<file path="config.mk">
export PLATFORM = sky130hd
export DESIGN_NAME = lt_timekeeper
export DESIGN_NICKNAME = d
export VERILOG_FILES = /design/src/design/lt_timekeeper.v
export VERILOG_INCLUDE_DIRS = /design/src /design/src/design
export SDC_FILE = /design/constraint.sdc
export NUM_CORES = 1
export LEC_CHECK = 0
export BUFFER_PORTS_ARGS = -buffer_cell sky130_fd_sc_hd__buf_2
export CAP_MARGIN = 15
export CORE_MARGIN = 8
export CORE_UTILIZATION = 35
export CTS_CLUSTER_SIZE = 24
export DETAILED_ROUTE_END_ITERATION = 12
export HOLD_SLACK_MARGIN = 0.05
export MAX_ROUTING_LAYER = met4
export SLEW_MARGIN = 20
export SYNTH_ARGS = -nofsm -noshare
export SYNTH_HDL_FRONTEND = slang
export SYNTH_SLANG_ARGS = --single-unit
</file>
<file path="constraint.sdc">
create_clock -name aclk -period 3.3 [get_ports aclk]
set_input_delay 0.66 -clock aclk [delete_from_list [all_inputs] [get_ports aclk]]
set_output_delay 0.66 -clock aclk [all_outputs]
set_load 0.005 [all_outputs]
</file>
<file path="src/design/lt_consts.vh">
/*
 * register indices, field positions, reset values and timing counts of the
 * long timekeeper. assumes it is included by the timekeeper module only.
 */
// What this block does
// a 32-bit count value advances on each rising edge of the slow clock
// slow clock is either the 1.024kHz or the 1Hz crystal-derived input
// the tick after count equals match value raises match request and event
// the tick after count equals cycle limit raises wrap request, count returns to zero
// events come every third occurrence at limit zero, every second at one
// enable bit 0 takes effect half a slow clock cycle after the write; the code applies it on the next falling slow edge
// counting needs enable set and a nonzero cycle limit
// snapshot request bit 4 copies the count over, cleared by hardware when done
// the snapshot is readable eight bus clock cycles after the request
// sync pending bit 0 is high while control or count writes transfer
// a written count value takes effect within twelve bus clock cycles
// count writes are ignored while sync pending is set
// flags and wake-up are suppressed for two slow ticks after a count load
// two-bit level fields enable match and wrap interrupts and pick priority
// match flag bit 1 sets after a match, cleared by vector or writing one
// wrap flag bit 0 sets after a wrap, cleared by vector or writing one
// counter keeps running in sleep and can wake the device
// software writes zero to all reserved bits
// cycle limit writable only while disabled and no sync is pending
// a match value above the cycle limit never gives match requests or events
// count value sits in four byte registers, top byte at index 0x07
// count reads return the latest snapshot, not the live count
// device reset clears control, sync, level, flag and count bits
`ifndef LT_CONSTS_VH
`define LT_CONSTS_VH

`define LT_IDX_CTRL 5'h00
`define LT_IDX_SYNC 5'h01
`define LT_IDX_LEVEL 5'h02
`define LT_IDX_FLAGS 5'h03
`define LT_IDX_COUNT_BYTE_LOW 5'h04
`define LT_IDX_COUNT_TOP_BYTE 5'h07
`define LT_IDX_LIM0 5'h08
`define LT_IDX_LIM3 5'h0B
`define LT_IDX_CMP0 5'h0C
`define LT_IDX_CMP3 5'h0F
`define LT_IDX_CLKSEL 5'h10

`define LT_BIT_ENABLE 0
`define LT_BIT_SNAP 4
`define LT_BIT_PENDING 0
`define LT_BIT_WRAP 0
`define LT_BIT_MATCH 1
`define LT_BIT_CLKSEL 0

`define LT_RST_BYTE 8'h00
`define LT_RST_WORD 32'h00000000

`define LT_CNT_SYNC_CYC 4'h4
`define LT_SNAP_CYC 4'h8
`define LT_SUPPRESS_TICKS 2'h2

`define LT_RESP_OKAY 2'h0
`define LT_RESP_SLVERR 2'h2

`endif

</file>
<file path="src/design/lt_timekeeper.v">
/*
 * long timekeeper: 32-bit slow-clock counter with match and wrap flags,
 * events, wake-up and an axi4-lite register slave.
 * assumes aclk at 250 MHz, the two slow clock pins asynchronous to it,
 * and interrupt acknowledge inputs synchronous to aclk.
 */
// Local design decision: register access over AXI4-Lite.
`timescale 1ns/10ps
`include "lt_consts.vh"

module lt_timekeeper #(
    parameter ADDR_W = 8
) (
    input wire aclk,
    input wire aresetn,
    input wire [ADDR_W-1:0] s_axi_awaddr,
    input wire s_axi_awvalid,
    output reg s_axi_awready,
    input wire [31:0] s_axi_wdata,
    input wire [3:0] s_axi_wstrb,
    input wire s_axi_wvalid,
    output reg s_axi_wready,
    output reg [1:0] s_axi_bresp,
    output reg s_axi_bvalid,
    input wire s_axi_bready,
    input wire [ADDR_W-1:0] s_axi_araddr,
    input wire s_axi_arvalid,
    output reg s_axi_arready,
    output reg [31:0] s_axi_rdata,
    output reg [1:0] s_axi_rresp,
    output reg s_axi_rvalid,
    input wire s_axi_rready,
    input wire slow_clk_khz,
    input wire slow_clk_hz,
    input wire match_irq_ack,
    input wire wrap_irq_ack,
    output reg match_irq_req,
    output reg wrap_irq_req,
    output reg [1:0] match_irq_level,
    output reg [1:0] wrap_irq_level,
    output reg match_event,
    output reg wrap_event,
    output reg wake_req
);

    // index of a mapped, word-aligned register or all ones
    function [5:0] reg_index;
        input [ADDR_W-1:0] addr;
        begin
            if (addr[1:0] == 2'b00 && addr[ADDR_W-1:2] <= {{(ADDR_W-7){1'b0}}, `LT_IDX_CLKSEL}) begin
                reg_index = {1'b0, addr[6:2]};
            end else begin
                reg_index = 6'h3F;
            end
        end
    endfunction

    // events are thinned when the limit is too small to cross domains cleanly
    function [1:0] event_modulus;
        input [31:0] limit;
        begin
            if (limit == 32'h00000000) begin
                event_modulus = 2'h3;
            end else if (limit == 32'h00000001) begin
                event_modulus = 2'h2;
            end else begin
                event_modulus = 2'h1;
            end
        end
    endfunction

    // byte write decode for one mapped register
    function wr_hit;
        input [5:0] idx;
        input [4:0] target;
        begin
            wr_hit = (idx != 6'h3F) && (idx[4:0] == target);
        end
    endfunction

    // byte write decode for a four-register group, base on a four-aligned index
    function in_group;
        input [5:0] idx;
        input [4:0] base;
        begin
            in_group = (idx[5:2] == {1'b0, base[4:2]});
        end
    endfunction

    reg khz_s1_reg, khz_s2_reg, hz_s1_reg, hz_s2_reg;
    reg slow_prev_reg;
    reg clksel_reg;
    reg enable_sw_reg;
    reg enable_run_reg;
    reg ctrl_busy_reg;
    reg cnt_busy_reg;
    reg [3:0] cnt_timer_reg;
    reg snap_req_reg;
    reg [3:0] snap_timer_reg;
    reg [31:0] count_value_reg;
    reg [31:0] count_wbuf_reg;
    reg [31:0] snapshot_reg;
    reg [31:0] cycle_limit_reg;
    reg [31:0] match_value_reg;
    reg [1:0] suppress_reg;
    reg match_flag_reg;
    reg wrap_flag_reg;
    reg [1:0] match_evdiv_reg;
    reg [1:0] wrap_evdiv_reg;
    reg aw_got_reg, w_got_reg;
    reg [ADDR_W-1:0] awaddr_reg;
    reg [31:0] wdata_reg;
    reg [3:0] wstrb_reg;

    wire slow_now = clksel_reg ? hz_s2_reg : khz_s2_reg;
    wire slow_rise = slow_now & ~slow_prev_reg;
    wire slow_fall = ~slow_now & slow_prev_reg;
    wire sync_pending_flag = ctrl_busy_reg | cnt_busy_reg;
    wire running = enable_run_reg && (cycle_limit_reg != `LT_RST_WORD);
    // a tick that meets a count load is dropped, so no flag is raised from the stale count
    wire cnt_load = cnt_busy_reg && (cnt_timer_reg == 4'h1);
    wire tick = slow_rise && running && !cnt_load;
    wire wrap_hit = tick && (count_value_reg == cycle_limit_reg);
    wire match_hit = tick && (count_value_reg == match_value_reg) && (match_value_reg <= cycle_limit_reg);
    wire quiet = (suppress_reg != 2'h0);
    wire match_set = match_hit && !quiet;
    wire wrap_set = wrap_hit && !quiet;
    wire [1:0] ev_mod = event_modulus(cycle_limit_reg);

    wire wr_do = aw_got_reg && w_got_reg && !s_axi_bvalid;
    wire [5:0] wr_idx = reg_index(awaddr_reg);
    wire wr_byte = wr_do && wstrb_reg[0];
    wire [7:0] wb = wdata_reg[7:0];
    wire [5:0] rd_idx = reg_index(s_axi_araddr);

    reg [7:0] rd_byte;
    always @* begin
        case (rd_idx[4:0])
            `LT_IDX_CTRL: rd_byte = {7'h00, enable_sw_reg};
            `LT_IDX_SYNC: rd_byte = {3'h0, snap_req_reg, 3'h0, sync_pending_flag};
            `LT_IDX_LEVEL: rd_byte = {4'h0, match_irq_level, wrap_irq_level};
            `LT_IDX_FLAGS: rd_byte = {6'h00, match_flag_reg, wrap_flag_reg};
            5'h04: rd_byte = snapshot_reg[7:0];
            5'h05: rd_byte = snapshot_reg[15:8];
            5'h06: rd_byte = snapshot_reg[23:16];
            5'h07: rd_byte = snapshot_reg[31:24];
            5'h08: rd_byte = cycle_limit_reg[7:0];
            5'h09: rd_byte = cycle_limit_reg[15:8];
            5'h0A: rd_byte = cycle_limit_reg[23:16];
            5'h0B: rd_byte = cycle_limit_reg[31:24];
            5'h0C: rd_byte = match_value_reg[7:0];
            5'h0D: rd_byte = match_value_reg[15:8];
            5'h0E: rd_byte = match_value_reg[23:16];
            5'h0F: rd_byte = match_value_reg[31:24];
            `LT_IDX_CLKSEL: rd_byte = {7'h00, clksel_reg};
            default: rd_byte = 8'h00;
        endcase
    end

    // pin synchronisers; only the second stage is looked at
    always @(posedge aclk) begin
        if (!aresetn) begin
            khz_s1_reg <= 1'b0;
            khz_s2_reg <= 1'b0;
            hz_s1_reg <= 1'b0;
            hz_s2_reg <= 1'b0;
            slow_prev_reg <= 1'b0;
        end else begin
            khz_s1_reg <= slow_clk_khz;
            khz_s2_reg <= khz_s1_reg;
            hz_s1_reg <= slow_clk_hz;
            hz_s2_reg <= hz_s1_reg;
            slow_prev_reg <= slow_now;
        end
    end

    // axi4-lite handshakes; one write and one read in flight at most
    always @(posedge aclk) begin
        if (!aresetn) begin
            s_axi_awready <= 1'b1;
            s_axi_wready <= 1'b1;
            s_axi_bvalid <= 1'b0;
            s_axi_bresp <= `LT_RESP_OKAY;
            s_axi_arready <= 1'b1;
            s_axi_rvalid <= 1'b0;
            s_axi_rresp <= `LT_RESP_OKAY;
            s_axi_rdata <= `LT_RST_WORD;
            aw_got_reg <= 1'b0;
            w_got_reg <= 1'b0;
            awaddr_reg <= {ADDR_W{1'b0}};
            wdata_reg <= `LT_RST_WORD;
            wstrb_reg <= 4'h0;
        end else begin
            if (s_axi_awvalid && s_axi_awready) begin
                aw_got_reg <= 1'b1;
                awaddr_reg <= s_axi_awaddr;
                s_axi_awready <= 1'b0;
            end
            if (s_axi_wvalid && s_axi_wready) begin
                w_got_reg <= 1'b1;
                wdata_reg <= s_axi_wdata;
                wstrb_reg <= s_axi_wstrb;
                s_axi_wready <= 1'b0;
            end
            if (wr_do) begin
                aw_got_reg <= 1'b0;
                w_got_reg <= 1'b0;
                s_axi_bvalid <= 1'b1;
                s_axi_bresp <= (wr_idx == 6'h3F) ? `LT_RESP_SLVERR : `LT_RESP_OKAY;
            end
            if (s_axi_bvalid && s_axi_bready) begin
                s_axi_bvalid <= 1'b0;
                s_axi_awready <= 1'b1;
                s_axi_wready <= 1'b1;
            end
            if (s_axi_arvalid && s_axi_arready) begin
                s_axi_arready <= 1'b0;
                s_axi_rvalid <= 1'b1;
                s_axi_rdata <= {24'h000000, rd_byte};
                s_axi_rresp <= (rd_idx == 6'h3F) ? `LT_RESP_SLVERR : `LT_RESP_OKAY;
            end
            if (s_axi_rvalid && s_axi_rready) begin
                s_axi_rvalid <= 1'b0;
                s_axi_arready <= 1'b1;
            end
        end
    end

    // register file, transfer timers and the counting core
    always @(posedge aclk) begin
        if (!aresetn) begin
            clksel_reg <= 1'b0;
            enable_sw_reg <= 1'b0;
            enable_run_reg <= 1'b0;
            ctrl_busy_reg <= 1'b0;
            cnt_busy_reg <= 1'b0;
            cnt_timer_reg <= 4'h0;
            snap_req_reg <= 1'b0;
            snap_timer_reg <= 4'h0;
            count_value_reg <= `LT_RST_WORD;
            count_wbuf_reg <= `LT_RST_WORD;
            snapshot_reg <= `LT_RST_WORD;
            cycle_limit_reg <= `LT_RST_WORD;
            match_value_reg <= `LT_RST_WORD;
            suppress_reg <= 2'h0;
            match_flag_reg <= 1'b0;
            wrap_flag_reg <= 1'b0;
            match_evdiv_reg <= 2'h0;
            wrap_evdiv_reg <= 2'h0;
            match_irq_level <= 2'h0;
            wrap_irq_level <= 2'h0;
            match_irq_req <= 1'b0;
            wrap_irq_req <= 1'b0;
            match_event <= 1'b0;
            wrap_event <= 1'b0;
            wake_req <= 1'b0;
        end else begin
            // enable lands on the next falling slow edge, up to one slow cycle after the write
            if (ctrl_busy_reg && slow_fall) begin
                enable_run_reg <= enable_sw_reg;
                ctrl_busy_reg <= 1'b0;
            end
            if (wr_byte && wr_hit(wr_idx, `LT_IDX_CTRL)) begin
                enable_sw_reg <= wb[`LT_BIT_ENABLE];
                ctrl_busy_reg <= 1'b1;
            end

            if (wr_byte && wr_hit(wr_idx, `LT_IDX_LEVEL)) begin
                match_irq_level <= wb[3:2];
                wrap_irq_level <= wb[1:0];
            end
            if (wr_byte && wr_hit(wr_idx, `LT_IDX_CLKSEL)) begin
                clksel_reg <= wb[`LT_BIT_CLKSEL];
            end

            // count bytes are staged; the top byte launches the transfer
            if (wr_byte && !sync_pending_flag
                    && in_group(wr_idx, `LT_IDX_COUNT_BYTE_LOW)) begin
                case (wr_idx[1:0])
                    2'h0: count_wbuf_reg[7:0] <= wb;
                    2'h1: count_wbuf_reg[15:8] <= wb;
                    2'h2: count_wbuf_reg[23:16] <= wb;
                    default: begin
                        count_wbuf_reg[31:24] <= wb;
                        cnt_busy_reg <= 1'b1;
                        cnt_timer_reg <= `LT_CNT_SYNC_CYC;
                    end
                endcase
            end

            // limit only moves while stopped and idle
            if (wr_byte && !enable_sw_reg && !enable_run_reg && !sync_pending_flag
                    && in_group(wr_idx, `LT_IDX_LIM0)) begin
                case (wr_idx[1:0])
                    2'h0: cycle_limit_reg[7:0] <= wb;
                    2'h1: cycle_limit_reg[15:8] <= wb;
                    2'h2: cycle_limit_reg[23:16] <= wb;
                    default: cycle_limit_reg[31:24] <= wb;
                endcase
            end
            if (wr_byte && in_group(wr_idx, `LT_IDX_CMP0)) begin
                case (wr_idx[1:0])
                    2'h0: match_value_reg[7:0] <= wb;
                    2'h1: match_value_reg[15:8] <= wb;
                    2'h2: match_value_reg[23:16] <= wb;
                    default: match_value_reg[31:24] <= wb;
                endcase
            end

            // snapshot copy, eight bus cycles from request to readable data
            if (snap_req_reg) begin
                if (snap_timer_reg == 4'h1) begin
                    snapshot_reg <= count_value_reg;
                    snap_req_reg <= 1'b0;
                end
                snap_timer_reg <= snap_timer_reg - 4'h1;
            end
            if (wr_byte && wr_hit(wr_idx, `LT_IDX_SYNC) && wb[`LT_BIT_SNAP]
                    && !snap_req_reg) begin
                snap_req_reg <= 1'b1;
                snap_timer_reg <= `LT_SNAP_CYC;
            end

            // counting runs regardless of any sleep state
            if (cnt_load) begin
                count_value_reg <= count_wbuf_reg;
                cnt_busy_reg <= 1'b0;
                suppress_reg <= `LT_SUPPRESS_TICKS;
            end else if (tick) begin
                count_value_reg <= wrap_hit ? `LT_RST_WORD : count_value_reg + 32'h00000001;
                if (quiet) begin
                    suppress_reg <= suppress_reg - 2'h1;
                end
            end
            if (cnt_busy_reg && cnt_timer_reg != 4'h0) begin
                cnt_timer_reg <= cnt_timer_reg - 4'h1;
            end

            // set beats clear in the same cycle
            if (match_set) begin
                match_flag_reg <= 1'b1;
            end else if (match_irq_ack || (wr_byte && wr_hit(wr_idx, `LT_IDX_FLAGS)
                    && wb[`LT_BIT_MATCH])) begin
                match_flag_reg <= 1'b0;
            end
            if (wrap_set) begin
                wrap_flag_reg <= 1'b1;
            end else if (wrap_irq_ack || (wr_byte && wr_hit(wr_idx, `LT_IDX_FLAGS)
                    && wb[`LT_BIT_WRAP])) begin
                wrap_flag_reg <= 1'b0;
            end
            match_irq_req <= match_flag_reg && (match_irq_level != 2'h0);
            wrap_irq_req <= wrap_flag_reg && (wrap_irq_level != 2'h0);

            // events are one-cycle pulses, thinned for tiny limits
            match_event <= 1'b0;
            wrap_event <= 1'b0;
            if (match_hit) begin
                if (match_evdiv_reg + 2'h1 >= ev_mod) begin
                    match_event <= 1'b1;
                    match_evdiv_reg <= 2'h0;
                end else begin
                    match_evdiv_reg <= match_evdiv_reg + 2'h1;
                end
            end
            if (wrap_hit) begin
                if (wrap_evdiv_reg + 2'h1 >= ev_mod) begin
                    wrap_event <= 1'b1;
                    wrap_evdiv_reg <= 2'h0;
                end else begin
                    wrap_evdiv_reg <= wrap_evdiv_reg + 2'h1;
                end
            end
            wake_req <= match_set || wrap_set;
        end
    end

endmodule

</file>
==> results <==
- A synthesized cell averages a little under 9 um^2.
- Once placement finished, the instance area stood at approximately 0.013 mm^2.
- The initial antenna violation count was 1.
- The critical path in this run is classified as flop to flop.
- The maximum clock path buffer count is 3.
- The static leakage power is ~5.6 nW.
- The number of standard cells after synthesis is approximately 1.4k.
- The wire length of the first global-routing pass is around 63000 um.
- The number of buffers added by the clock tree synthesis step is 25.
- The synthesized netlist contains between 70 and 80 unique library cells.
- The required arrival time at the worst endpoint is between 3000 and 4000 ps.
- After synthesis, the share of flip-flops with an asynchronous set or reset is 0%.
- The count of final max-slew check failures came to 0.
- The largest driver fanout on the critical path is 7.
- The DRC violation total after the first TritonRoute iteration is approximately 890.
- The worst setup path is launched from a flop.
- Once the floorplan was initialized, standard cells occupied roughly 35% of the core.
- The power per unit of standard cell area is between 400 and 500 mW/mm^2.
- In the layout the commonest cells are 230 x dfxtp_1, 193 x nand2_1, 96 x nor2b_1.
- The post-cts repair resize count is 0.
- Summing all multi-input logic gate instances after layout gives 0.007276 mm^2.
- The flow ran to the end, and the final reports show no timing, DRC or antenna violations.
- The clock tree from TritonCTS is yes.
- The library cell used most frequently in the layout, excluding fill and tap cells, is dfxtp_1.
- The setup total negative slack is 0 ps.
- The die boundary height is about 210 um.
- After detailed routing, the number of remaining DRC violations is 0.
- Summed over all layers, the routed wires come to 42010 um.
- The maximum VDD drop is approximately 350 uV.
- For the pin with the worst max-slew slack, the measured transition is 1044 ps.
- The tool flagged a number of max-cap violations equal to 0.
- The clock reaches the later pin of the worst-skew pair after between 500 and 600 ps.
- The floorplan die area is between 0.04 and 0.05 mm^2.
- Clock tree synthesis selected as its root buffer the cell clkbuf_16.
- The number of global-route vias before repair was 10.10k.
- The detailed-routing iteration count for the pre-antenna-repair pass is 5.
- The width of the die is 205.9 um.
- The type of element capturing the critical path is a flop.
- Setup repair after global routing left no endpoint under its margin.
- The number of hold buffers added after CTS was 0.
- The area taken by flip-flops and latches is 0.004604 mm^2.
- The overall via count from detail_route is 10.57k.
- The final hold violation count is 0.
- Once detail routing completed, the nets flagged for antenna violations numbered 0.
- Measured against its own limit, the worst slew margin works out to a little under a third.
- The count of buffers added on input and output ports is between 50 and 60.
- For this run, the leading register cell type out of synthesis is dfxtp_1.
- The count of endpoints failing setup in the final report is 0.
- For this design, the sink count on the clock tree is between 200 and 250.
- The number of rows in the core area is roughly 70.
- The share of layout cells above drive strength 1 is around an eighth.
- The type of the worst min-delay path is primary input to flop.
- The buffers inserted during post-CTS setup optimization is 0.
- The global route total overflow is 0.
- For this run, the register share of the synthesized area comes to between 30% and 40%.
- The summed instance area of the synthesized netlist is ~0.013 mm^2.
- The average via count per standard cell is 5.405.
- The clock tree skew after final layout is between 15 and 20 ps.
- The final clock period utilization by the worst path is between 90 and 100%.
- The weighted congestion at the end of routability-driven global placement is roughly 1.0.
- Entering global routing, the biggest net connects 95 pins.
- In the final routed layout, each cell accounts on average for ~21 um.
- Counting flops with a built-in enable in the synthesized netlist gives 0.
- The number of top-level pins is around 110.
- The area inside the core boundary is between 0.03 and 0.04 mm^2.
- The count of fill cells added during filler insertion is 3641.
- CTS built an H-tree with a depth of 1.
- The synthesized design contains 230 register bits.
- Static timing analysis puts the maximum clock frequency at around 0.33 GHz.
- For this run, the post-layout net count is 1581.
- Yosys printed 0 warnings.
- Once layout is done, the placed cells without fillers occupy roughly 0.014 mm^2.
- The routed design could run at a clock period as short as 3064 ps.
- The global-route usage over all layers is about a fifth.
- The clock edge transition at the registers on the reported setup and hold paths is ~60 ps.
- At the worst endpoint, the arrival time is roughly 3500 ps.
- The post-detailed-placement half-perimeter wirelength is 30310 um.
- Compared with the post-synthesis result, the final layout area differs by 12.58%.
power by group:
part           leakage [nW]  internal [mW]  switching [mW]
clock network         0.418           1.70            1.16
logic                  3.37          0.103           0.159
registers              1.86           2.80          0.0541
metrics by stage:
stage               total power [mW]  worst slack (ps)  util [%]  hold WS [ps]  instances
detailed placement             3.172             367.3     37.59         423.8       1910
global route                   6.162             95.37     39.95         320.5       1955
finish                         5.978             235.9     39.95         326.3       1955
global placement               3.168             345.9     37.59         421.3       1910
CTS                            6.017             333.3     39.94         309.3       1954
floorplan                      3.093             927.7         -         411.9       1469
layout make-up:
class,count,area share (%)
clock inverters,9,0.7220
flip-flops and latches,230,32.40
repair buffers,115,5.142
clock buffers,35,5.160
inverters,49,1.294
diodes,1,0.01761
well taps,461,4.059
multi-input cells,1055,51.20
final timing paths:
check | startpoint | endpoint | slack (ps) | cells after the start
max | count_value_reg[24] | wrap_evdiv_reg[0] | 240 | 8
min reg2reg | khz_s1_reg | khz_s2_reg | 440 | 1
max reg2reg | count_value_reg[24] | wrap_evdiv_reg[0] | 240 | 8
min | slow_clk_hz | hz_s1_reg | 330 | 2
worst max-delay path: stages (launching register included):
cell	delay, ps
dfxtp_1	640
xor2_1	130
nor4_1	470
nand4_1	380
nor4_1	630
buf_4	230
inv_1	50
or3_1	340
a21boi_1	140
synth_stat cells (12+ instances only):
cell,number,area (um^2)
a221o_1,12,120.1
a21oi_1,28,140.1
inv_1,49,183.9
a21boi_0,81,608.1
and2_1,16,100.1
clkbuf_1,80,300.3
ha_1,42,525.5
nor3_1,12,60.06
nand4_1,25,156.4
nor4_1,30,187.7
and3_1,16,100.1
mux4_2,15,337.8
nor2_1,48,180.2
xnor2_1,35,306.5
o21ai_0,75,375.4
nand2_1,193,724.4
nor2b_1,96,600.6
buf_4,27,202.7
xor2_1,42,367.9
nand3_1,35,175.2
buf_2,22,110.1
nor3b_1,12,90.09
dfxtp_1,230,4604
mux2i_1,89,890.9
cells by family (layout without fill, tap and decap cells):
logic type / count (synthesis) / after routing / synth area share, %
AO/OA/AOI/OAI: 272 / 272 / 14.88
XOR/XNOR: 77 / 77 / 5.343
adder cells (fa/ha/maj): 42 / 42 / 4.163
buffers and inverters: 184 / 208 / 6.622
flip-flops: 230 / 230 / 36.48
multiplexers: 111 / 111 / 10.36
other: 1 / 27 / 0.02971
AND/OR/NAND/NOR: 527 / 527 / 22.13
routing by layer:
layer	part of all wire, %	track usage [%]
met3	8.1	4.389
met1	45	26.46
met5	0	-
met2	43	29.00
met4	3.9	7.376
Power figures use the tool's default switching activity.
